--- config.mk ---
export PLATFORM = sky130hd
export DESIGN_NAME = downstream_addr_remap_regs
export DESIGN_NICKNAME = d
export VERILOG_FILES = /design/src/core/remap_regs_pkg.sv /design/src/core/downstream_addr_remap_regs.sv /design/src/core/remap_word_merge.sv
export SDC_FILE = /design/constraint.sdc
export NUM_CORES = 1
export LEC_CHECK = 0
export BUFFER_PORTS_ARGS = -buffer_cell sky130_fd_sc_hd__buf_2
export CAP_MARGIN = 25
export CORE_AREA = 2 2 210 109
export CTS_CLUSTER_DIAMETER = 100
export DETAILED_ROUTE_END_ITERATION = 16
export DIE_AREA = 0 0 212 111
export PLACE_DENSITY_LB_ADDON = 0.15
export SETUP_SLACK_MARGIN = 0.1
export SLEW_MARGIN = 20
export SYNTH_ARGS = -nofsm -noshare
export SYNTH_HDL_FRONTEND = slang
export SYNTH_SLANG_ARGS = --single-unit
--- constraint.sdc ---
create_clock -name clk -period 2.3 [get_ports clk]
set_clock_uncertainty 0.1 [all_clocks]
set_input_delay 0.46 -clock clk [delete_from_list [all_inputs] [get_ports clk]]
set_output_delay 0.46 -clock clk [all_outputs]
set_load 0.005 [all_outputs]
--- src/core/remap_regs_pkg.sv ---
/*
 * Register map, field layout and reset values of the downstream address
 * remap register bank, plus the address decode shared by the bank.
 * Assumes a byte address of 8 bits on a 32-bit classic Wishbone bus.
 */
package remap_regs_pkg;

	// ************************************************************
	// Register offsets
	// ************************************************************
	localparam int NREG = 6;
	localparam logic [7:0] OFF_SEC_NONPREF_CTRL = 8'hE4;
	localparam logic [7:0] OFF_SEC_NONPREF_UPPER_BASE = 8'hE8;
	localparam logic [7:0] OFF_SEC_PREF_CTRL = 8'hEC;
	localparam logic [7:0] OFF_SEC_PREF_UPPER_BASE = 8'hF0;
	localparam logic [7:0] OFF_PRI_NONPREF_UPPER_BASE = 8'hF4;
	localparam logic [7:0] OFF_PRI_NONPREF_UPPER_LIMIT = 8'hF8;

	// ************************************************************
	// Register indices
	// ************************************************************
	localparam logic [2:0] IDX_SEC_NONPREF_CTRL = 3'h0;
	localparam logic [2:0] IDX_SEC_NONPREF_UPPER_BASE = 3'h1;
	localparam logic [2:0] IDX_SEC_PREF_CTRL = 3'h2;
	localparam logic [2:0] IDX_SEC_PREF_UPPER_BASE = 3'h3;
	localparam logic [2:0] IDX_PRI_NONPREF_UPPER_BASE = 3'h4;
	localparam logic [2:0] IDX_PRI_NONPREF_UPPER_LIMIT = 3'h5;

	// ************************************************************
	// Field positions
	// ************************************************************
	localparam int LOWER_BASE_LSB = 20;
	localparam int LOWER_BASE_MSB = 31;
	localparam int IO_DISCARD_LSB = 8;
	localparam int IO_DISCARD_MSB = 12;
	localparam int REMAP_ENABLE_BIT = 3;

	// ************************************************************
	// Writable masks and reset values
	// ************************************************************
	localparam logic [31:0] WMASK_NONPREF_CTRL = 32'hFFF0_1F08;
	localparam logic [31:0] WMASK_PREF_CTRL = 32'hFFF0_0008;
	localparam logic [31:0] WMASK_FULL = 32'hFFFF_FFFF;
	localparam logic [31:0] RESET_VALUE = 32'h0000_0000;

	// ************************************************************
	// Address decode
	// ************************************************************
	function automatic logic addr_hit(input logic [7:0] addr);
		logic [5:0] w;
		w = addr[7:2];
		addr_hit = (w >= OFF_SEC_NONPREF_CTRL[7:2]) && (w <= OFF_PRI_NONPREF_UPPER_LIMIT[7:2]);
	endfunction

	function automatic logic [2:0] addr_index(input logic [7:0] addr);
		logic [5:0] d;
		d = addr[7:2] - OFF_SEC_NONPREF_CTRL[7:2];
		addr_index = d[2:0];
	endfunction

	function automatic logic [31:0] wmask_of(input logic [2:0] idx);
		case (idx)
			IDX_SEC_NONPREF_CTRL: wmask_of = WMASK_NONPREF_CTRL;
			IDX_SEC_PREF_CTRL: wmask_of = WMASK_PREF_CTRL;
			default: wmask_of = WMASK_FULL;
		endcase
	endfunction

endpackage

--- src/core/downstream_addr_remap_regs.sv ---
/*
 * Downstream non-transparent address remap register bank, a classic
 * Wishbone slave on the bridge clock, with its fields driven out to the
 * remapping datapath. Assumes a master that holds each request until ack.
 */
// Local design decision: the Wishbone slave port.
`timescale 1ns/1ns

// What this block does
// - The non-prefetchable control word keeps a writable lower base in bits 31:20, zero at reset.
// - Bits 12:8 of that word are a writable count of upper I/O address bits to drop, zero at reset.
// - Bit 3 of that word is a writable enable for non-prefetchable remapping, zero at reset.
// - The prefetchable control word keeps a writable lower base in bits 31:20, zero at reset.
// - Bit 3 of that word is a writable enable for prefetchable remapping, zero at reset.
// - Both secondary upper base words are fully writable over 32 bits and reset to zero.
// - The primary non-prefetchable upper base word is fully writable and resets to zero.
// - The primary non-prefetchable upper limit word is fully writable and resets to zero.
module downstream_addr_remap_regs
	import remap_regs_pkg::*;
(
	// Clock and reset
	input wire logic clk,
	input wire logic arst_n,
	// Wishbone slave
	input wire logic wb_cyc_i,
	input wire logic wb_stb_i,
	input wire logic wb_we_i,
	input wire logic [7:0] wb_adr_i,
	input wire logic [3:0] wb_sel_i,
	input wire logic [31:0] wb_dat_i,
	output logic [31:0] wb_dat_o,
	output logic wb_ack_o,
	// Non-prefetchable window
	output logic [11:0] sec_nonpref_lower_base,
	output logic [4:0] io_discard_bits,
	output logic nonpref_remap_enable,
	output logic [31:0] sec_nonpref_upper_base,
	// Prefetchable window
	output logic [11:0] sec_pref_lower_base,
	output logic pref_remap_enable,
	output logic [31:0] sec_pref_upper_base,
	// Primary non-prefetchable window
	output logic [31:0] pri_nonpref_upper_base,
	output logic [31:0] pri_nonpref_upper_limit
);

	// ************************************************************
	// State
	// ************************************************************
	typedef struct packed {
		logic [NREG-1:0][31:0] regs;
		logic ack;
		logic [31:0] rdata;
	} state_t;

	state_t state;
	state_t next_state;
	logic req;
	logic hit;
	logic [2:0] idx;
	logic [31:0] old_word;
	logic [31:0] merged_word;

	// ************************************************************
	// Decode
	// ************************************************************
	always_comb begin
		req = wb_cyc_i & wb_stb_i;
		hit = addr_hit(wb_adr_i);
		idx = addr_index(wb_adr_i);
		old_word = hit ? state.regs[idx] : RESET_VALUE;
	end

	remap_word_merge u_merge (
		.old_word(old_word),
		.wr_data(wb_dat_i),
		.wr_sel(wb_sel_i),
		.wr_mask(wmask_of(idx)),
		.merged_word(merged_word)
	);

	// ************************************************************
	// Next state
	// ************************************************************
	always_comb begin
		next_state = state;
		// Ack one cycle after the request, dropped the cycle after
		next_state.ack = req & ~state.ack;
		if (req & ~state.ack) begin
			next_state.rdata = old_word;
		end
		// Write lands at the edge where the master samples ack
		if (req & wb_we_i & state.ack & hit) begin
			next_state.regs[idx] = merged_word;
		end
	end

	always_ff @(posedge clk or negedge arst_n) begin
		if (!arst_n) begin
			state <= '0;
		end else begin
			state <= next_state;
		end
	end

	// ************************************************************
	// Outputs
	// ************************************************************
	assign wb_ack_o = state.ack;
	assign wb_dat_o = state.rdata;
	assign sec_nonpref_lower_base =
		state.regs[IDX_SEC_NONPREF_CTRL][LOWER_BASE_MSB:LOWER_BASE_LSB];
	assign io_discard_bits =
		state.regs[IDX_SEC_NONPREF_CTRL][IO_DISCARD_MSB:IO_DISCARD_LSB];
	assign nonpref_remap_enable = state.regs[IDX_SEC_NONPREF_CTRL][REMAP_ENABLE_BIT];
	assign sec_nonpref_upper_base = state.regs[IDX_SEC_NONPREF_UPPER_BASE];
	assign sec_pref_lower_base =
		state.regs[IDX_SEC_PREF_CTRL][LOWER_BASE_MSB:LOWER_BASE_LSB];
	assign pref_remap_enable = state.regs[IDX_SEC_PREF_CTRL][REMAP_ENABLE_BIT];
	assign sec_pref_upper_base = state.regs[IDX_SEC_PREF_UPPER_BASE];
	assign pri_nonpref_upper_base = state.regs[IDX_PRI_NONPREF_UPPER_BASE];
	assign pri_nonpref_upper_limit = state.regs[IDX_PRI_NONPREF_UPPER_LIMIT];

	// ************************************************************
	// Assertions
	// ************************************************************
	logic full_wr;
	logic wr_land;
	logic rd_take;
	assign full_wr = req & wb_we_i & state.ack & (wb_sel_i == 4'hF);
	assign wr_land = req & wb_we_i & state.ack & hit;
	assign rd_take = req & ~wb_we_i & ~state.ack;

	a_np_lower_base: assert property (@(posedge clk) disable iff (!arst_n)
		full_wr && wb_adr_i == OFF_SEC_NONPREF_CTRL
		|=> sec_nonpref_lower_base == $past(wb_dat_i[31:20]))
		else $error("np lower base not written");

	a_io_discard: assert property (@(posedge clk) disable iff (!arst_n)
		full_wr && wb_adr_i == OFF_SEC_NONPREF_CTRL
		|=> io_discard_bits == $past(wb_dat_i[12:8]))
		else $error("io discard count not written");

	a_np_enable: assert property (@(posedge clk) disable iff (!arst_n)
		full_wr && wb_adr_i == OFF_SEC_NONPREF_CTRL
		|=> nonpref_remap_enable == $past(wb_dat_i[3]))
		else $error("np enable not written");

	a_pref_lower_base: assert property (@(posedge clk) disable iff (!arst_n)
		full_wr && wb_adr_i == OFF_SEC_PREF_CTRL
		|=> sec_pref_lower_base == $past(wb_dat_i[31:20]))
		else $error("pref lower base not written");

	a_pref_enable: assert property (@(posedge clk) disable iff (!arst_n)
		full_wr && wb_adr_i == OFF_SEC_PREF_CTRL
		|=> pref_remap_enable == $past(wb_dat_i[3]))
		else $error("pref enable not written");

	a_sec_upper_bases: assert property (@(posedge clk) disable iff (!arst_n)
		full_wr && (wb_adr_i == OFF_SEC_NONPREF_UPPER_BASE || wb_adr_i == OFF_SEC_PREF_UPPER_BASE)
		|=> (($past(wb_adr_i) == OFF_SEC_NONPREF_UPPER_BASE) ?
		(sec_nonpref_upper_base == $past(wb_dat_i)) :
		(sec_pref_upper_base == $past(wb_dat_i))))
		else $error("secondary upper base not written");

	a_pri_upper_base: assert property (@(posedge clk) disable iff (!arst_n)
		full_wr && wb_adr_i == OFF_PRI_NONPREF_UPPER_BASE
		|=> pri_nonpref_upper_base == $past(wb_dat_i))
		else $error("primary upper base not written");

	a_pri_upper_limit: assert property (@(posedge clk) disable iff (!arst_n)
		full_wr && wb_adr_i == OFF_PRI_NONPREF_UPPER_LIMIT
		|=> pri_nonpref_upper_limit == $past(wb_dat_i))
		else $error("primary upper limit not written");

	a_reserved_zero: assert property (@(posedge clk) disable iff (!arst_n)
		req && !wb_we_i && !state.ack &&
		(wb_adr_i == OFF_SEC_NONPREF_CTRL || wb_adr_i == OFF_SEC_PREF_CTRL)
		|=> (wb_dat_o & ~(($past(wb_adr_i) == OFF_SEC_PREF_CTRL) ?
		WMASK_PREF_CTRL : WMASK_NONPREF_CTRL)) == 32'h0000_0000)
		else $error("reserved control bits read nonzero");

	a_hold_no_write: assert property (@(posedge clk) disable iff (!arst_n)
		!(req && wb_we_i && state.ack)
		|=> $stable(pri_nonpref_upper_limit) && $stable(sec_nonpref_upper_base)
		&& $stable(nonpref_remap_enable) && $stable(pref_remap_enable)
		&& $stable(sec_nonpref_lower_base) && $stable(io_discard_bits)
		&& $stable(sec_pref_lower_base) && $stable(sec_pref_upper_base)
		&& $stable(pri_nonpref_upper_base))
		else $error("field changed without a write");

	a_ack_pulse: assert property (@(posedge clk) disable iff (!arst_n)
		req && !state.ack |=> wb_ack_o ##1 !wb_ack_o)
		else $error("ack not a one cycle answer");

	a_ack_needs_req: assert property (@(posedge clk) disable iff (!arst_n)
		!req |=> !wb_ack_o)
		else $error("ack without a request");

	a_unmapped_read: assert property (@(posedge clk) disable iff (!arst_n)
		rd_take && !hit |=> wb_dat_o == 32'h0000_0000)
		else $error("unmapped read not zero");

	// ************************************************************
	// Reset values
	// ************************************************************
	a_rst_np_lower: assert property (@(posedge clk) disable iff (!arst_n)
		$rose(arst_n) |-> sec_nonpref_lower_base == 12'h000)
		else $error("np lower base not zero after reset");

	a_rst_io_discard: assert property (@(posedge clk) disable iff (!arst_n)
		$rose(arst_n) |-> io_discard_bits == 5'h00)
		else $error("io discard count not zero after reset");

	a_rst_np_enable: assert property (@(posedge clk) disable iff (!arst_n)
		$rose(arst_n) |-> nonpref_remap_enable == 1'h0)
		else $error("np enable not zero after reset");

	a_rst_pref_lower: assert property (@(posedge clk) disable iff (!arst_n)
		$rose(arst_n) |-> sec_pref_lower_base == 12'h000)
		else $error("pref lower base not zero after reset");

	a_rst_pref_enable: assert property (@(posedge clk) disable iff (!arst_n)
		$rose(arst_n) |-> pref_remap_enable == 1'h0)
		else $error("pref enable not zero after reset");

	a_rst_sec_upper: assert property (@(posedge clk) disable iff (!arst_n)
		$rose(arst_n) |-> sec_nonpref_upper_base == RESET_VALUE && sec_pref_upper_base == RESET_VALUE)
		else $error("secondary upper base not zero after reset");

	a_rst_pri_upper: assert property (@(posedge clk) disable iff (!arst_n)
		$rose(arst_n) |-> pri_nonpref_upper_base == RESET_VALUE)
		else $error("primary upper base not zero after reset");

	a_rst_pri_limit: assert property (@(posedge clk) disable iff (!arst_n)
		$rose(arst_n) |-> pri_nonpref_upper_limit == RESET_VALUE)
		else $error("primary upper limit not zero after reset");

	a_rst_bus_idle: assert property (@(posedge clk) disable iff (!arst_n)
		$rose(arst_n) |-> !wb_ack_o && wb_dat_o == 32'h0000_0000)
		else $error("bus outputs not idle after reset");

	// ************************************************************
	// Write isolation
	// ************************************************************
	a_keep_np_ctrl: assert property (@(posedge clk) disable iff (!arst_n)
		!(wr_land && wb_adr_i[7:2] == OFF_SEC_NONPREF_CTRL[7:2])
		|=> $stable(sec_nonpref_lower_base) && $stable(io_discard_bits)
		&& $stable(nonpref_remap_enable))
		else $error("np control changed without its write");

	a_keep_pref_ctrl: assert property (@(posedge clk) disable iff (!arst_n)
		!(wr_land && wb_adr_i[7:2] == OFF_SEC_PREF_CTRL[7:2])
		|=> $stable(sec_pref_lower_base) && $stable(pref_remap_enable))
		else $error("pref control changed without its write");

	a_keep_np_upper: assert property (@(posedge clk) disable iff (!arst_n)
		!(wr_land && wb_adr_i[7:2] == OFF_SEC_NONPREF_UPPER_BASE[7:2])
		|=> $stable(sec_nonpref_upper_base))
		else $error("np upper base changed without its write");

	a_keep_pref_upper: assert property (@(posedge clk) disable iff (!arst_n)
		!(wr_land && wb_adr_i[7:2] == OFF_SEC_PREF_UPPER_BASE[7:2])
		|=> $stable(sec_pref_upper_base))
		else $error("pref upper base changed without its write");

	a_keep_pri_upper: assert property (@(posedge clk) disable iff (!arst_n)
		!(wr_land && wb_adr_i[7:2] == OFF_PRI_NONPREF_UPPER_BASE[7:2])
		|=> $stable(pri_nonpref_upper_base))
		else $error("primary upper base changed without its write");

	a_keep_pri_limit: assert property (@(posedge clk) disable iff (!arst_n)
		!(wr_land && wb_adr_i[7:2] == OFF_PRI_NONPREF_UPPER_LIMIT[7:2])
		|=> $stable(pri_nonpref_upper_limit))
		else $error("primary upper limit changed without its write");

	a_lane_np_upper1: assert property (@(posedge clk) disable iff (!arst_n)
		wr_land && wb_adr_i[7:2] == OFF_SEC_NONPREF_UPPER_BASE[7:2] && !wb_sel_i[1]
		|=> $stable(sec_nonpref_upper_base[15:8]))
		else $error("np upper base lane 1 changed unselected");

	a_lane_np_upper3: assert property (@(posedge clk) disable iff (!arst_n)
		wr_land && wb_adr_i[7:2] == OFF_SEC_NONPREF_UPPER_BASE[7:2] && !wb_sel_i[3]
		|=> $stable(sec_nonpref_upper_base[31:24]))
		else $error("np upper base lane 3 changed unselected");

	a_lane_np_base: assert property (@(posedge clk) disable iff (!arst_n)
		wr_land && wb_adr_i[7:2] == OFF_SEC_NONPREF_CTRL[7:2] && !wb_sel_i[3]
		|=> $stable(sec_nonpref_lower_base[11:4]))
		else $error("np lower base changed by an unselected lane");

	a_lane_np_io: assert property (@(posedge clk) disable iff (!arst_n)
		wr_land && wb_adr_i[7:2] == OFF_SEC_NONPREF_CTRL[7:2] && !wb_sel_i[1]
		|=> $stable(io_discard_bits))
		else $error("io discard count changed by an unselected lane");

	a_lane_np_enable: assert property (@(posedge clk) disable iff (!arst_n)
		wr_land && wb_adr_i[7:2] == OFF_SEC_NONPREF_CTRL[7:2] && !wb_sel_i[0]
		|=> $stable(nonpref_remap_enable))
		else $error("np enable changed by an unselected lane");

	a_lane_pref_base: assert property (@(posedge clk) disable iff (!arst_n)
		wr_land && wb_adr_i[7:2] == OFF_SEC_PREF_CTRL[7:2] && !wb_sel_i[3]
		|=> $stable(sec_pref_lower_base[11:4]))
		else $error("pref lower base changed by an unselected lane");

	// ************************************************************
	// Read path
	// ************************************************************
	a_read_np_ctrl: assert property (@(posedge clk) disable iff (!arst_n)
		rd_take && wb_adr_i[7:2] == OFF_SEC_NONPREF_CTRL[7:2]
		|=> wb_dat_o[31:20] == $past(sec_nonpref_lower_base)
		&& wb_dat_o[12:8] == $past(io_discard_bits)
		&& wb_dat_o[3] == $past(nonpref_remap_enable))
		else $error("np control read wrong");

	a_read_pref_ctrl: assert property (@(posedge clk) disable iff (!arst_n)
		rd_take && wb_adr_i[7:2] == OFF_SEC_PREF_CTRL[7:2]
		|=> wb_dat_o[31:20] == $past(sec_pref_lower_base)
		&& wb_dat_o[3] == $past(pref_remap_enable))
		else $error("pref control read wrong");

	a_read_np_upper: assert property (@(posedge clk) disable iff (!arst_n)
		rd_take && wb_adr_i[7:2] == OFF_SEC_NONPREF_UPPER_BASE[7:2]
		|=> wb_dat_o == $past(sec_nonpref_upper_base))
		else $error("np upper base read wrong");

	a_read_pref_upper: assert property (@(posedge clk) disable iff (!arst_n)
		rd_take && wb_adr_i[7:2] == OFF_SEC_PREF_UPPER_BASE[7:2]
		|=> wb_dat_o == $past(sec_pref_upper_base))
		else $error("pref upper base read wrong");

	a_read_pri_upper: assert property (@(posedge clk) disable iff (!arst_n)
		rd_take && wb_adr_i[7:2] == OFF_PRI_NONPREF_UPPER_BASE[7:2]
		|=> wb_dat_o == $past(pri_nonpref_upper_base))
		else $error("primary upper base read wrong");

	a_read_pri_limit: assert property (@(posedge clk) disable iff (!arst_n)
		rd_take && wb_adr_i[7:2] == OFF_PRI_NONPREF_UPPER_LIMIT[7:2]
		|=> wb_dat_o == $past(pri_nonpref_upper_limit))
		else $error("primary upper limit read wrong");

	// ************************************************************
	// Reserved bits
	// ************************************************************
	a_rsv_np_ctrl: assert property (@(posedge clk) disable iff (!arst_n)
		(state.regs[IDX_SEC_NONPREF_CTRL] & ~WMASK_NONPREF_CTRL) == 32'h0000_0000)
		else $error("np control reserved bits set");

	a_rsv_pref_ctrl: assert property (@(posedge clk) disable iff (!arst_n)
		(state.regs[IDX_SEC_PREF_CTRL] & ~WMASK_PREF_CTRL) == 32'h0000_0000)
		else $error("pref control reserved bits set");

endmodule

--- src/core/remap_word_merge.sv ---
/*
 * Byte-lane write merge for one register word: the new value keeps the old
 * bits outside the selected lanes and outside the writable mask.
 * Assumes purely combinational use by the register bank.
 */
`timescale 1ns/1ns
module remap_word_merge (
	// Old word and write request
	input wire logic [31:0] old_word,
	input wire logic [31:0] wr_data,
	input wire logic [3:0] wr_sel,
	input wire logic [31:0] wr_mask,
	// Merged word
	output logic [31:0] merged_word
);
	logic [31:0] lane_mask;

	always_comb begin
		lane_mask = {{8{wr_sel[3]}}, {8{wr_sel[2]}}, {8{wr_sel[1]}}, {8{wr_sel[0]}}};
		merged_word = (old_word & ~(lane_mask & wr_mask)) | (wr_data & lane_mask & wr_mask);
	end

endmodule

==> results of run 1 <==
==> logic make-up (layout without fill, tap and decap cells) <==
logic type               Yosys count  after routing  synth area share
AO/OA/AOI/OAI                    304            304             0.166
AND/OR/NAND/NOR                  278            278             0.108
buffers and inverters            258            402             0.150
flip-flops                       225            225             0.481
multiplexers                      83             83            0.0884
adder cells (fa/ha/maj)            4              4           0.00427
XOR/XNOR                           2              2           0.00278
==> sequential cells by signal (all words and copies together), names as in the netlist, 5 cells and up <==
signal	flops
sec_pref_lower_base	12
pri_nonpref_upper_base	32
sec_pref_upper_base	32
pri_nonpref_upper_limit	32
wb_dat_o	32
sec_nonpref_lower_base	12
sec_nonpref_upper_base	32
state	33
io_discard_bits	5
==> worst reg2reg max path: cells and delay by family (launching register included) <==
family / cells / cell delay, ns
AOI/OAI and AO/OA: 1 / 0.06
and+or+nand+nor: 3 / 1.01
DFF: 1 / 0.37
buffers and inverters: 1 / 0.25
==> per-layer routing <==
metal,wire [um],GRT usage,share of wire
met5,0,0,0
met4,517,0.0531,0.015
met3,2440,0.0547,0.073
met2,13900,0.400,0.41
met1,16600,0.472,0.50
==> cells in the mapped netlist, types with 2 or more instances <==
| cell | n |
|---|---|
| sky130_fd_sc_hd__nand3_2 | 2 |
| sky130_fd_sc_hd__mux2_2 | 18 |
| sky130_fd_sc_hd__nor2_1 | 34 |
| sky130_fd_sc_hd__a22o_1 | 26 |
| sky130_fd_sc_hd__or2_2 | 7 |
| sky130_fd_sc_hd__buf_6 | 3 |
| sky130_fd_sc_hd__a21o_1 | 19 |
| sky130_fd_sc_hd__inv_1 | 3 |
| sky130_fd_sc_hd__nand2b_1 | 2 |
| sky130_fd_sc_hd__mux4_1 | 5 |
| sky130_fd_sc_hd__mux4_2 | 8 |
| sky130_fd_sc_hd__a32oi_2 | 10 |
| sky130_fd_sc_hd__nand2_1 | 181 |
| sky130_fd_sc_hd__nand4_4 | 2 |
| sky130_fd_sc_hd__o21ai_1 | 17 |
| sky130_fd_sc_hd__ha_1 | 4 |
| sky130_fd_sc_hd__nor4_4 | 2 |
| sky130_fd_sc_hd__o221a_2 | 6 |
| sky130_fd_sc_hd__o21ai_0 | 155 |
| sky130_fd_sc_hd__buf_2 | 27 |
| sky130_fd_sc_hd__a32oi_1 | 3 |
| sky130_fd_sc_hd__a22oi_1 | 16 |
| sky130_fd_sc_hd__o2111ai_1 | 7 |
| sky130_fd_sc_hd__nand4_1 | 2 |
| sky130_fd_sc_hd__dfrtp_1 | 225 |
| sky130_fd_sc_hd__buf_4 | 194 |
| sky130_fd_sc_hd__or3_1 | 3 |
| sky130_fd_sc_hd__nor3_1 | 16 |
| sky130_fd_sc_hd__nor4_1 | 2 |
| sky130_fd_sc_hd__o221ai_1 | 8 |
| sky130_fd_sc_hd__o21ai_2 | 2 |
| sky130_fd_sc_hd__nand3_1 | 12 |
| sky130_fd_sc_hd__mux2i_1 | 52 |
| sky130_fd_sc_hd__clkbuf_1 | 29 |
| sky130_fd_sc_hd__nor4_2 | 2 |
| sky130_fd_sc_hd__a21oi_1 | 33 |
==> metrics by stage <==
stage | setup TNS [ns] | std cells | instance area [um2] | hold WS [ns] | power [uW]
final | 0 | 1605 | 13800 | 0.226 | 8380
after detailed placement | -37.06 | 1567 | 13100 | 0.279 | 4990
after global routing | 0 | 1605 | 13800 | 0.238 | 8660
after global placement | -33.84 | 1567 | 13100 | 0.280 | 4980
after CTS | 0 | 1605 | 13800 | 0.209 | 8420
after floorplan | -8.48 | 1154 | 12200 | 0.0644 | 4550
==> what timing repair did <==
item,4_1_cts,5_1_grt
hold buffers,1,0
setup buffers,0,0
hold endpoints to repair,36,0
endpoints found under the setup margin,0,0
==> power groups by stage <==
| stage | combinational, uW | sequential [uW] | clock (uW) |
|---|---|---|---|
| floorplan | 467 | 4080 | 0 |
| global placement | 895 | 4080 | 0 |
| detailed placement | 903 | 4080 | 0 |
| CTS | 908 | 4010 | 3500 |
| global route | 978 | 4010 | 3670 |
| finish | 905 | 4010 | 3470 |
==> area by class of cell <==
| type | count | area [um2] |
|---|---|---|
| fill | 1860 | 8210 |
| sequential | 225 | 5630 |
| multi-input combinational | 671 | 4630 |
| timing repair buffer | 362 | 2460 |
| clock buffer | 31 | 613 |
| tap | 307 | 384 |
| clock inverter | 6 | 57.6 |
| inverter | 3 | 13.8 |
==> path summary, 6_finish.rpt <==
| kind | startpoint | endpoint | cells past startpoint |
|---|---|---|---|
| max reg2reg | wb_ack_o | sec_pref_upper_base[17] | 5 |
| max | wb_adr_i[2] | wb_dat_o[19] | 10 |
| min | wb_dat_i[30] | sec_nonpref_upper_base[30] | 3 |
| min in group asynchronous | arst_n | sec_pref_upper_base[13] | 2 |
| max in group asynchronous | arst_n | sec_pref_upper_base[25] | 3 |
| min reg2reg | wb_dat_o[10] | wb_dat_o[10] | 2 |
==> out/summary.log, run 1 <==
[clocking] maximum level of the CTS H-tree 1
[drt] drt drc 0
[logic_synthesis] syn_area_per_cell 10.1 um2
[pwr] Reg power frac 0.478
[logic_synthesis] Mapped Nets 1207
[timing] f_max 487 MHz
[pwr] leakage power summed over all cells 0.00696 uW
[die] I/O pin count 241
[die] row cnt 39
[timing] share of the clock period used by the worst path 0.893
[clocking] clock buffer depth 3
[worst_setup_path] Most common cell on crit path sky130_fd_sc_hd__buf_4
[timing] least setup slack across all paths after layout 0.245 ns
[placed_design] worst slack at placement -0.247 ns
[logic_synthesis] count of different cell masters after synthesis 53
[pwr] NetSw 2070 uW
[global_route] antenna violations before repair 0
[worst_setup_path] setup slack of the worst register-to-register path 0.39 ns
[die] floorplan die area 0.0235 mm2
[worst_setup_path] critical path type in -> reg
[finish] commonest cells after routing, fill and taps aside sky130_fd_sc_hd__buf_2, sky130_fd_sc_hd__dfrtp_1, sky130_fd_sc_hd__nand2_1, sky130_fd_sc_hd__o21ai_1, sky130_fd_sc_hd__buf_4
[logic_synthesis] yosys warns 0
[timing] actual slew at the worst max-slew pin 0.832 ns
[timing] relative max-transition margin 0.444
[timing] RSZ-0062 raised after global routing false
[logic_synthesis] count of mapped cells out of synthesis 1154
[die] Starting Density 0.532
[finish] utilization of the core after routing 0.627
[clocking] clock latency on the worst-skew pair 0.50 ns
[timing] final setup vio count 0
[placed_design] estimated wirelength of the detail-placed design 24000 um
[worst_setup_path] ordered cell list for the critical path buf_4 -> inv_4 -> buf_4 -> ha_4 -> nand3b_1 -> buf_4 -> nand3_4 -> buf_12 -> nor2_4 -> a22o_1
[pwr] part of the total power dissipated in the clock network 0.414
[timing] post-layout minimum cycle time 2.05 ns
[worst_setup_path] nature of the critical path startpoint input port
[drt] first-pass iteration count of the detailed router 5
[global_route] wire length of the first global-routing pass 52500 um
[worst_setup_path] signal arrival time at the worst endpoint 2.38 ns
[clocking] CTS tree built
[drt] via count normalized by instance count 5.63
[pwr] Peak VDD IR 0.370 mV
[finish] proportion of layout cells with a drive suffix above 1 0.387
[run_status] status completed
[drt] drt first-iter violations 687
[finish] layout overhead on the synthesized area 17.8%
[finish] most frequent standard cell in the layout excluding fill and tap cells sky130_fd_sc_hd__buf_2
[logic_synthesis] sequential area share after synthesis 0.481
[timing] final count of hold timing violations 0
[clocking] post-CTS sizing 0
[drt] Routed WL per cell 20.8 um
[global_route] combined global-route utilization of all metal layers 0.290
[logic_synthesis] ys async rst share 1.00
[worst_hold_path] class of the tightest hold or removal check in -> reg
[finish] fin nets 1337
[logic_synthesis] proportion of netlist area held by the largest area contributor 0.481
[worst_setup_path] Crit Path Max Fanout 25
[pwr] internal power contribution 6320 uW
[worst_setup_path] cell type group with the largest total delay on the critical path simple AND/OR/NAND/NOR gates
[clocking] Clock Sink Count 225
[finish] antenna diode instance count 0
[placed_design] number of port buffers 238
[clocking] clock edge transition at the registers on the reported setup and hold paths 0.06 ns
[worst_setup_path] data required time of the worst path 2.63 ns
[worst_setup_path] longest individual stage delay on the worst path 0.65 ns
[drt] total number of vias 9043
[die] Vert. Die Dim 111 um
[worst_setup_path] slowest library cell on the worst path sky130_fd_sc_hd__nor2_4
[logic_synthesis] number of flip-flops and latches in the synthesized netlist 225
[run] max_cap viols 0
[worst_setup_path] sum of buffers and inverters on the critical path 5
[worst_setup_path] Worst Setup End Kind register
[global_route] GRT overflow 0
[logic_synthesis] number of flops mapped to enable cells by yosys 0
[die] width of the chip 212 um
[die] Core Area 0.0220 mm2
[placed_design] Routability Congestion 0.844
[timing] final slew viol count 0
[clocking] CTS buffer count 21
[global_route] via count of the first global-routing pass 8720
[pwr] Cell Pwr Density 608 mW/mm2
[logic_synthesis] synthesized area 0.0117 mm2
[drt] number of nets with antenna violations after detailed routing 0
[logic_synthesis] Most used DFF post-synth sky130_fd_sc_hd__dfrtp_1
[logic_synthesis] cell type with the highest aggregate area in the netlist sky130_fd_sc_hd__dfrtp_1
[pwr] combinational group share of total power 0.108
[drt] Routed Wire Length 33500 um
[clocking] Clock Root Buffer sky130_fd_sc_hd__clkbuf_16
[logic_synthesis] ranking of synthesized cells by area sky130_fd_sc_hd__dfrtp_1, sky130_fd_sc_hd__buf_4, sky130_fd_sc_hd__o21ai_0
[global_route] largest net degree at the start of global routing 67
[pwr] fraction of power spent switching nets 0.246
Power figures use the tool's default switching activity.
==> run 2, diff against run 1 <==
Settings changed: CTS_BUF_LIST set to sky130_fd_sc_hd__clkbuf_4.
==> out/summary.log, run 2 (synthesis results as in run 1) <==
[drt] Routed WL per cell 20.6 um [-1.2%]
[finish] Fillers 1907 [+2.5%]
[placed_design] number of cells in the design after placement 1567 [unchanged]
[run] max_cap viols 0 [unchanged]
[timing] f_max 528 MHz [+8.5%]
[clocking] Clock Root Buffer sky130_fd_sc_hd__clkbuf_4
[die] row cnt 39 [unchanged]
[timing] post-layout minimum cycle time 1.89 ns [-0.161 ns]
[die] width of the chip 212 um [unchanged]
[pwr] leakage power summed over all cells 0.00701 uW [+0.75%]
[placed_design] worst slack at placement -0.247 ns [unchanged]
[finish] register bank with the most flops state
[timing] final slew viol count 0 [unchanged]
[worst_setup_path] nature of the critical path startpoint register
[global_route] antenna violations before repair 1 [+1]
[global_route] combined global-route utilization of all metal layers 0.296 [+0.00679]
[global_route] via count of the first global-routing pass 9027 [+3.5%]
[global_route] global routing usage on met1 0.469 [-0.00216]
[global_route] most used routing layer in global routing met1
[timing] final count of hold timing violations 0 [unchanged]
[clocking] CTS buffer count 52 [+150%]
[clocking] clock edge transition at the registers on the reported setup and hold paths 0.07 ns [about the same]
[timing] worst hold slack 0.0385 ns [-0.188 ns]
[finish] layout overhead on the synthesized area 17.7%
[clocking] clock buffer depth 3 [unchanged]
[placed_design] number of port buffers 238 [unchanged]
[finish] commonest cells after routing, fill and taps aside sky130_fd_sc_hd__buf_2, sky130_fd_sc_hd__dfrtp_1, sky130_fd_sc_hd__nand2_1, sky130_fd_sc_hd__o21ai_1, sky130_fd_sc_hd__buf_4
[die] I/O pin count 241 [unchanged]
[timing] RSZ-0062 raised after global routing false
[drt] Routed Wire Length 34100 um [+1.8%]
[drt] drt drc 0 [unchanged]
[placed_design] estimated wirelength of the detail-placed design 24000 um [unchanged]
[clocking] clock latency on the worst-skew pair 0.69 ns [+0.19 ns]
[drt] total number of vias 9253 [+2.3%]
[finish] proportion of layout cells with a drive suffix above 1 0.408 [+0.0216]
[clocking] Clock Sink Count 225 [unchanged]
[worst_hold_path] class of the tightest hold or removal check in -> reg
[worst_setup_path] Crit Path Max Fanout 19 [-24%]
[worst_setup_path] data required time of the worst path 2.71 ns [+0.08 ns]
[timing] least setup slack across all paths after layout 0.406 ns [+0.161 ns]
[die] Vert. Die Dim 111 um [unchanged]
[placed_design] Routability Congestion 0.844 [unchanged]
[die] Core Area 0.0220 mm2 [unchanged]
[run_status] status completed
[timing] share of the clock period used by the worst path 0.823 [-0.0701]
[global_route] GRT overflow 0 [unchanged]
[timing] relative max-transition margin 0.449 [+0.00455]
[die] Starting Density 0.532 [unchanged]
[pwr] Overall Power 8200 uW [-2.1%]
[global_route] met2 Track Usage GR 0.401 [+0.00153]
[drt] drt first-iter violations 774 [+13%]
[finish] max reg flops 33 [unchanged]
[finish] final standard cell count with taps included and fillers excluded 1654 [+3.1%]
[global_route] wire length of the first global-routing pass 53200 um [+1.5%]
[finish] fin nets 1368 [+2.3%]
[clocking] CTS tree built
[drt] via count normalized by instance count 5.59 [-0.71%]
[clocking] maximum level of the CTS H-tree 2 [+1]
[worst_setup_path] signal arrival time at the worst endpoint 2.31 ns [-0.07 ns]
[drt] number of nets with antenna violations after detailed routing 0 [unchanged]
[drt] first-pass iteration count of the detailed router 5 [unchanged]
[timing] actual slew at the worst max-slew pin 0.825 ns [-0.00681 ns]
[global_route] fraction of met3 tracks used by global routing 0.0785 [+0.0238]
[timing] final setup vio count 0 [unchanged]
[die] floorplan die area 0.0235 mm2 [unchanged]
[pwr] Cell Pwr Density 595 mW/mm2 [-2.0%]
[pwr] Peak VDD IR 0.350 mV [-5.4%]
[global_route] largest net degree at the start of global routing 67 [unchanged]
[finish] most frequent standard cell in the layout excluding fill and tap cells sky130_fd_sc_hd__buf_2
[worst_setup_path] critical path type reg -> reg
[clocking] post-CTS sizing 0 [unchanged]
[worst_setup_path] Worst Setup End Kind register
==> run 2: cell count changes in the layout (fill, tap and decap cells not counted), moves of 4 or more <==
cell / delta
sky130_fd_sc_hd__clkbuf_8: -5
sky130_fd_sc_hd__clkbuf_1: -5
sky130_fd_sc_hd__diode_2: +5
sky130_fd_sc_hd__clkinv_2: -4
sky130_fd_sc_hd__clkbuf_16: -21
sky130_fd_sc_hd__clkbuf_4: +76
==> run 2: path summary, 6_finish.rpt <==
path / startpoint / end / slack [ns] / cells past startpoint
setup reg to reg: wb_ack_o / pri_nonpref_upper_base[1] / 0.41 / 6
setup / recovery: wb_ack_o / pri_nonpref_upper_base[1] / 0.41 / 6
hold reg to reg: state[35] / state[35] / 0.38 / 2
max in group asynchronous: arst_n / sec_pref_upper_base[30] / 1.22 / 3
min in group asynchronous: arst_n / sec_pref_upper_base[13] / 0.15 / 2
hold / removal: wb_dat_i[30] / sec_nonpref_upper_base[30] / 0.04 / 3
==> run 2: layout make-up <==
class	instances	area, um2	share of cell area
diodes	5	12.5	0.000908
clock buffers	76	571	0.0414
clock inverters	5	71.3	0.00518
inverters	3	13.8	0.000999
multi-input cells	671	4630	0.336
flip-flops and latches	225	5630	0.409
well taps	307	384	0.0279
repair buffers	362	2460	0.179
==> run 2: power by group <==
part / internal, uW / switching, uW
Clock: 1710 / 1580
Combinational: 370 / 538
Sequential: 3990 / 24.3
==> run 2: worst max-delay path, cell delays in order, from the launching register on <==
cell                      delay, ns
sky130_fd_sc_hd__dfrtp_1       0.37
sky130_fd_sc_hd__and4_1        0.24
sky130_fd_sc_hd__nand3_1       0.13
sky130_fd_sc_hd__or3_2         0.55
sky130_fd_sc_hd__buf_12        0.20
sky130_fd_sc_hd__nand2_1       0.07
sky130_fd_sc_hd__o21ai_0       0.08
==> run 2: metal layers <==
layer  wire, um  up-vias
met5          0        -
met4        396        0
met3       2660       33
met2      14100      337
met1      16900     4641
li1           -     4242
==> run 2: through the flow <==
| stage | area [um2] | TNS, ns | util |
|---|---|---|---|
| after floorplan | 12200 | -8.48 | - |
| after global placement | 13100 | -33.84 | 0.596 |
| after detailed placement | 13100 | -37.06 | 0.596 |
| after CTS | 13800 | 0 | 0.626 |
| after global routing | 13800 | 0 | 0.626 |
| final | 13800 | 0 | 0.626 |
==> run 2: what timing repair did <==
action | CTS | global route
setup endpoints to repair | 0 | 0
endpoints found under the hold margin | 225 | 0
buffers inserted | 0 | 0
hold buffers | 1 | 0
==> run 3, diff against run 2 <==
Clock period 2.3 ns to 1.8 ns, I/O delays scaled along.
==> out/summary.log, run 3 (synthesis results as in run 1) <==
[run_status] status complete, but fails checks
[run_status] violated checks setup timing
[finish] antenna diode instance count 0 [-5]
[placed_design] estimated wirelength of the detail-placed design 24600 um [+2.4%]
[drt] via count normalized by instance count 5.81 [+3.8%]
[clocking] CTS tree built
[timing] relative max-transition margin 0.613 [+0.164]
[worst_setup_path] Worst R2R Start wb_ack_o
[timing] actual slew at the worst max-slew pin 0.580 ns [-0.246 ns]
[pwr] Cell Pwr Density 633 mW/mm2 [+6.3%]
[die] Starting Density 0.532 [unchanged]
[finish] proportion of layout cells with a drive suffix above 1 0.607 [+0.199]
[clocking] CTS buffer count 52 [unchanged]
[worst_setup_path] critical path capture point state[52]
[clocking] maximum level of the CTS H-tree 2 [unchanged]
[die] floorplan die area 0.0235 mm2 [unchanged]
[finish] most frequent standard cell in the layout excluding fill and tap cells sky130_fd_sc_hd__buf_4
[clocking] clock edge transition at the registers on the reported setup and hold paths 0.08 ns [about the same]
[timing] post-layout minimum cycle time 1.92 ns [+0.0249 ns]
[finish] final standard cell count with taps included and fillers excluded 1926 [+16%]
[clocking] clock latency on the worst-skew pair 0.76 ns [+0.07 ns]
[global_route] combined global-route utilization of all metal layers 0.341 [+0.0451]
[timing] RSZ-0062 raised after global routing true
[global_route] GRT overflow 0 [unchanged]
[placed_design] number of cells in the design after placement 1585 [+1.1%]
[timing] final setup vio count 67 [+67]
[timing] f_max 521 MHz [-1.3%]
[finish] register bank with the most flops state
[timing] least setup slack across all paths after layout -0.118 ns [-0.525 ns]
[die] I/O pin count 241 [unchanged]
[worst_setup_path] critical path type reg -> reg
[global_route] largest net degree at the start of global routing 55 [-18%]
[worst_setup_path] cell type group with the largest total delay on the critical path simple AND/OR/NAND/NOR gates
[finish] commonest cells after routing, fill and taps aside sky130_fd_sc_hd__buf_4, sky130_fd_sc_hd__dfrtp_1, sky130_fd_sc_hd__buf_2, sky130_fd_sc_hd__o21ai_1, sky130_fd_sc_hd__nand2_1
[worst_setup_path] Crit Path Max Fanout 5 [-14]
[pwr] Overall Power 11100 uW [+35%]
[timing] final slew viol count 0 [unchanged]
[worst_setup_path] setup slack of the worst register-to-register path -0.12 ns [-0.52 ns]
[die] Core Area 0.0220 mm2 [unchanged]
[drt] Routed WL per cell 24.1 um [+17%]
[global_route] wire length of the first global-routing pass 60600 um [+14%]
[worst_setup_path] cell count along the critical path 7 [+1]
[worst_setup_path] slowest library cell on the worst path sky130_fd_sc_hd__or3_4
[drt] number of nets with antenna violations after detailed routing 0 [unchanged]
[worst_setup_path] Worst Reg-to-Reg Cells 7 [+1]
[pwr] leakage power summed over all cells 0.00888 uW [+27%]
[global_route] antenna violations before repair 0 [-1]
[global_route] via count of the first global-routing pass 10.3k [+14%]
[worst_setup_path] Worst Setup End Kind register
[worst_setup_path] worst reg2reg endpoint state[52]
[finish] fin nets 1631 [+19%]
[timing] final count of hold timing violations 0 [unchanged]
[drt] drt drc 0 [unchanged]
[worst_setup_path] longest individual stage delay on the worst path 0.43 ns [-0.12 ns]
[finish] layout overhead on the synthesized area 49.7%
[worst_setup_path] beginning of the critical path wb_ack_o
[finish] utilization of the core after routing 0.796 [+0.170]
[worst_setup_path] data required time of the worst path 2.29 ns [-0.42 ns]
[placed_design] number of port buffers 238 [unchanged]
[die] row cnt 39 [unchanged]
[worst_setup_path] sum of buffers and inverters on the critical path 2 [+1]
[drt] Routed Wire Length 46500 um [+36%]
[worst_setup_path] signal arrival time at the worst endpoint 2.41 ns [+0.10 ns]
[finish] max reg flops 33 [unchanged]
[clocking] Clock Sink Count 225 [unchanged]
[pwr] Peak VDD IR 0.615 mV [+75%]
[timing] share of the clock period used by the worst path 1.07 [+0.243]
[die] width of the chip 212 um [unchanged]
[run] max_cap viols 0 [unchanged]
[worst_hold_path] class of the tightest hold or removal check in -> async
[drt] drt first-iter violations 1174 [+52%]
[worst_setup_path] nature of the critical path startpoint register
[placed_design] Routability Congestion 0.846 [+0.21%]
[drt] first-pass iteration count of the detailed router 6 [+1]
[drt] total number of vias 11.2k [+21%]
[die] Vert. Die Dim 111 um [unchanged]
[worst_setup_path] ordered cell list for the critical path and4_4 -> nand3_4 -> buf_6 -> or3_4 -> clkbuf_16 -> nand2_2 -> o21ai_1
[clocking] Clock Root Buffer sky130_fd_sc_hd__clkbuf_4
[clocking] clock buffer depth 3 [unchanged]
run 3: changes by cell type in the layout (fill, tap and decap cells not counted), moves of 45 or more:
cell / before / now
sky130_fd_sc_hd__nand2_2: 1 / 50
sky130_fd_sc_hd__nand2_1: 180 / 81
sky130_fd_sc_hd__buf_6: 0 / 50
sky130_fd_sc_hd__o21ai_2: 0 / 68
sky130_fd_sc_hd__nand2_4: 1 / 51
sky130_fd_sc_hd__o21ai_0: 52 / 7
sky130_fd_sc_hd__buf_4: 98 / 277
run 3: what timing repair did:
action / in CTS / in global routing
pin swaps: 54 / 68
setup buffers: 127 / 69
hold endpoints to repair: 326 / 0
gates cloned: 10 / 20
hold buffers: 22 / 0
setup endpoints to repair: 393 / 406
resized for setup: 126 / 235
run 3: power by group:
part	internal, uW	switching, uW
clock	2280	2300
sequential	5090	29.2
combinational	581	805
run 3: area by class of cell:
type                            count  area [um2]
Inverter                            3        13.8
Clock inverter                     16         113
Fill cell                        1339        4480
Sequential cell                   225        5630
Clock buffer                       79         593
Multi-Input combinational cell    673        5580
Tap cell                          307         384
Timing Repair Buffer              623        5210
run 3: per-layer routing:
layer | share of wire | vias to the layer above | global-route usage | routed length [um]
met5 | 0 | - | 0 | 0
met4 | 0.030 | 0 | 0.0854 | 1380
met3 | 0.11 | 117 | 0.0924 | 5150
met2 | 0.43 | 700 | 0.486 | 20100
met1 | 0.43 | 5580 | 0.515 | 19900
li1 | - | 4789 | - | -
run 3: how the worst min path moves through the flow:
stage / cells after the start / end / startpoint / slack, ns
final: 2 / sec_nonpref_lower_base[4] / arst_n / 0.04
after global routing: 4 / sec_pref_upper_base[17] / wb_dat_i[17] / 0.01
after CTS: 4 / sec_pref_upper_base[19] / wb_dat_i[19] / 0.005
after detailed placement: 1 / state[47] / arst_n / 0.19
after global placement: 1 / sec_nonpref_upper_base[15] / arst_n / 0.19
after floorplan: 0 / io_discard_bits[0] / arst_n / -0.04
run 3: through the flow:
step / setup WS [ns] / hold slack, ns / cell area (um2) / setup TNS (ns)
6_report: -0.118 / 0.0397 / 17500 / -2.98
5_1_grt: -0.161 / 0.0121 / 17500 / -9.04
4_1_cts: -0.0735 / 0.00484 / 15800 / -1.08
3_5_place_dp: -0.608 / 0.190 / 13300 / -119.99
3_3_place_gp: -0.555 / 0.188 / 13300 / -113.69
2_1_floorplan: -0.504 / -0.0356 / 12300 / -92.01
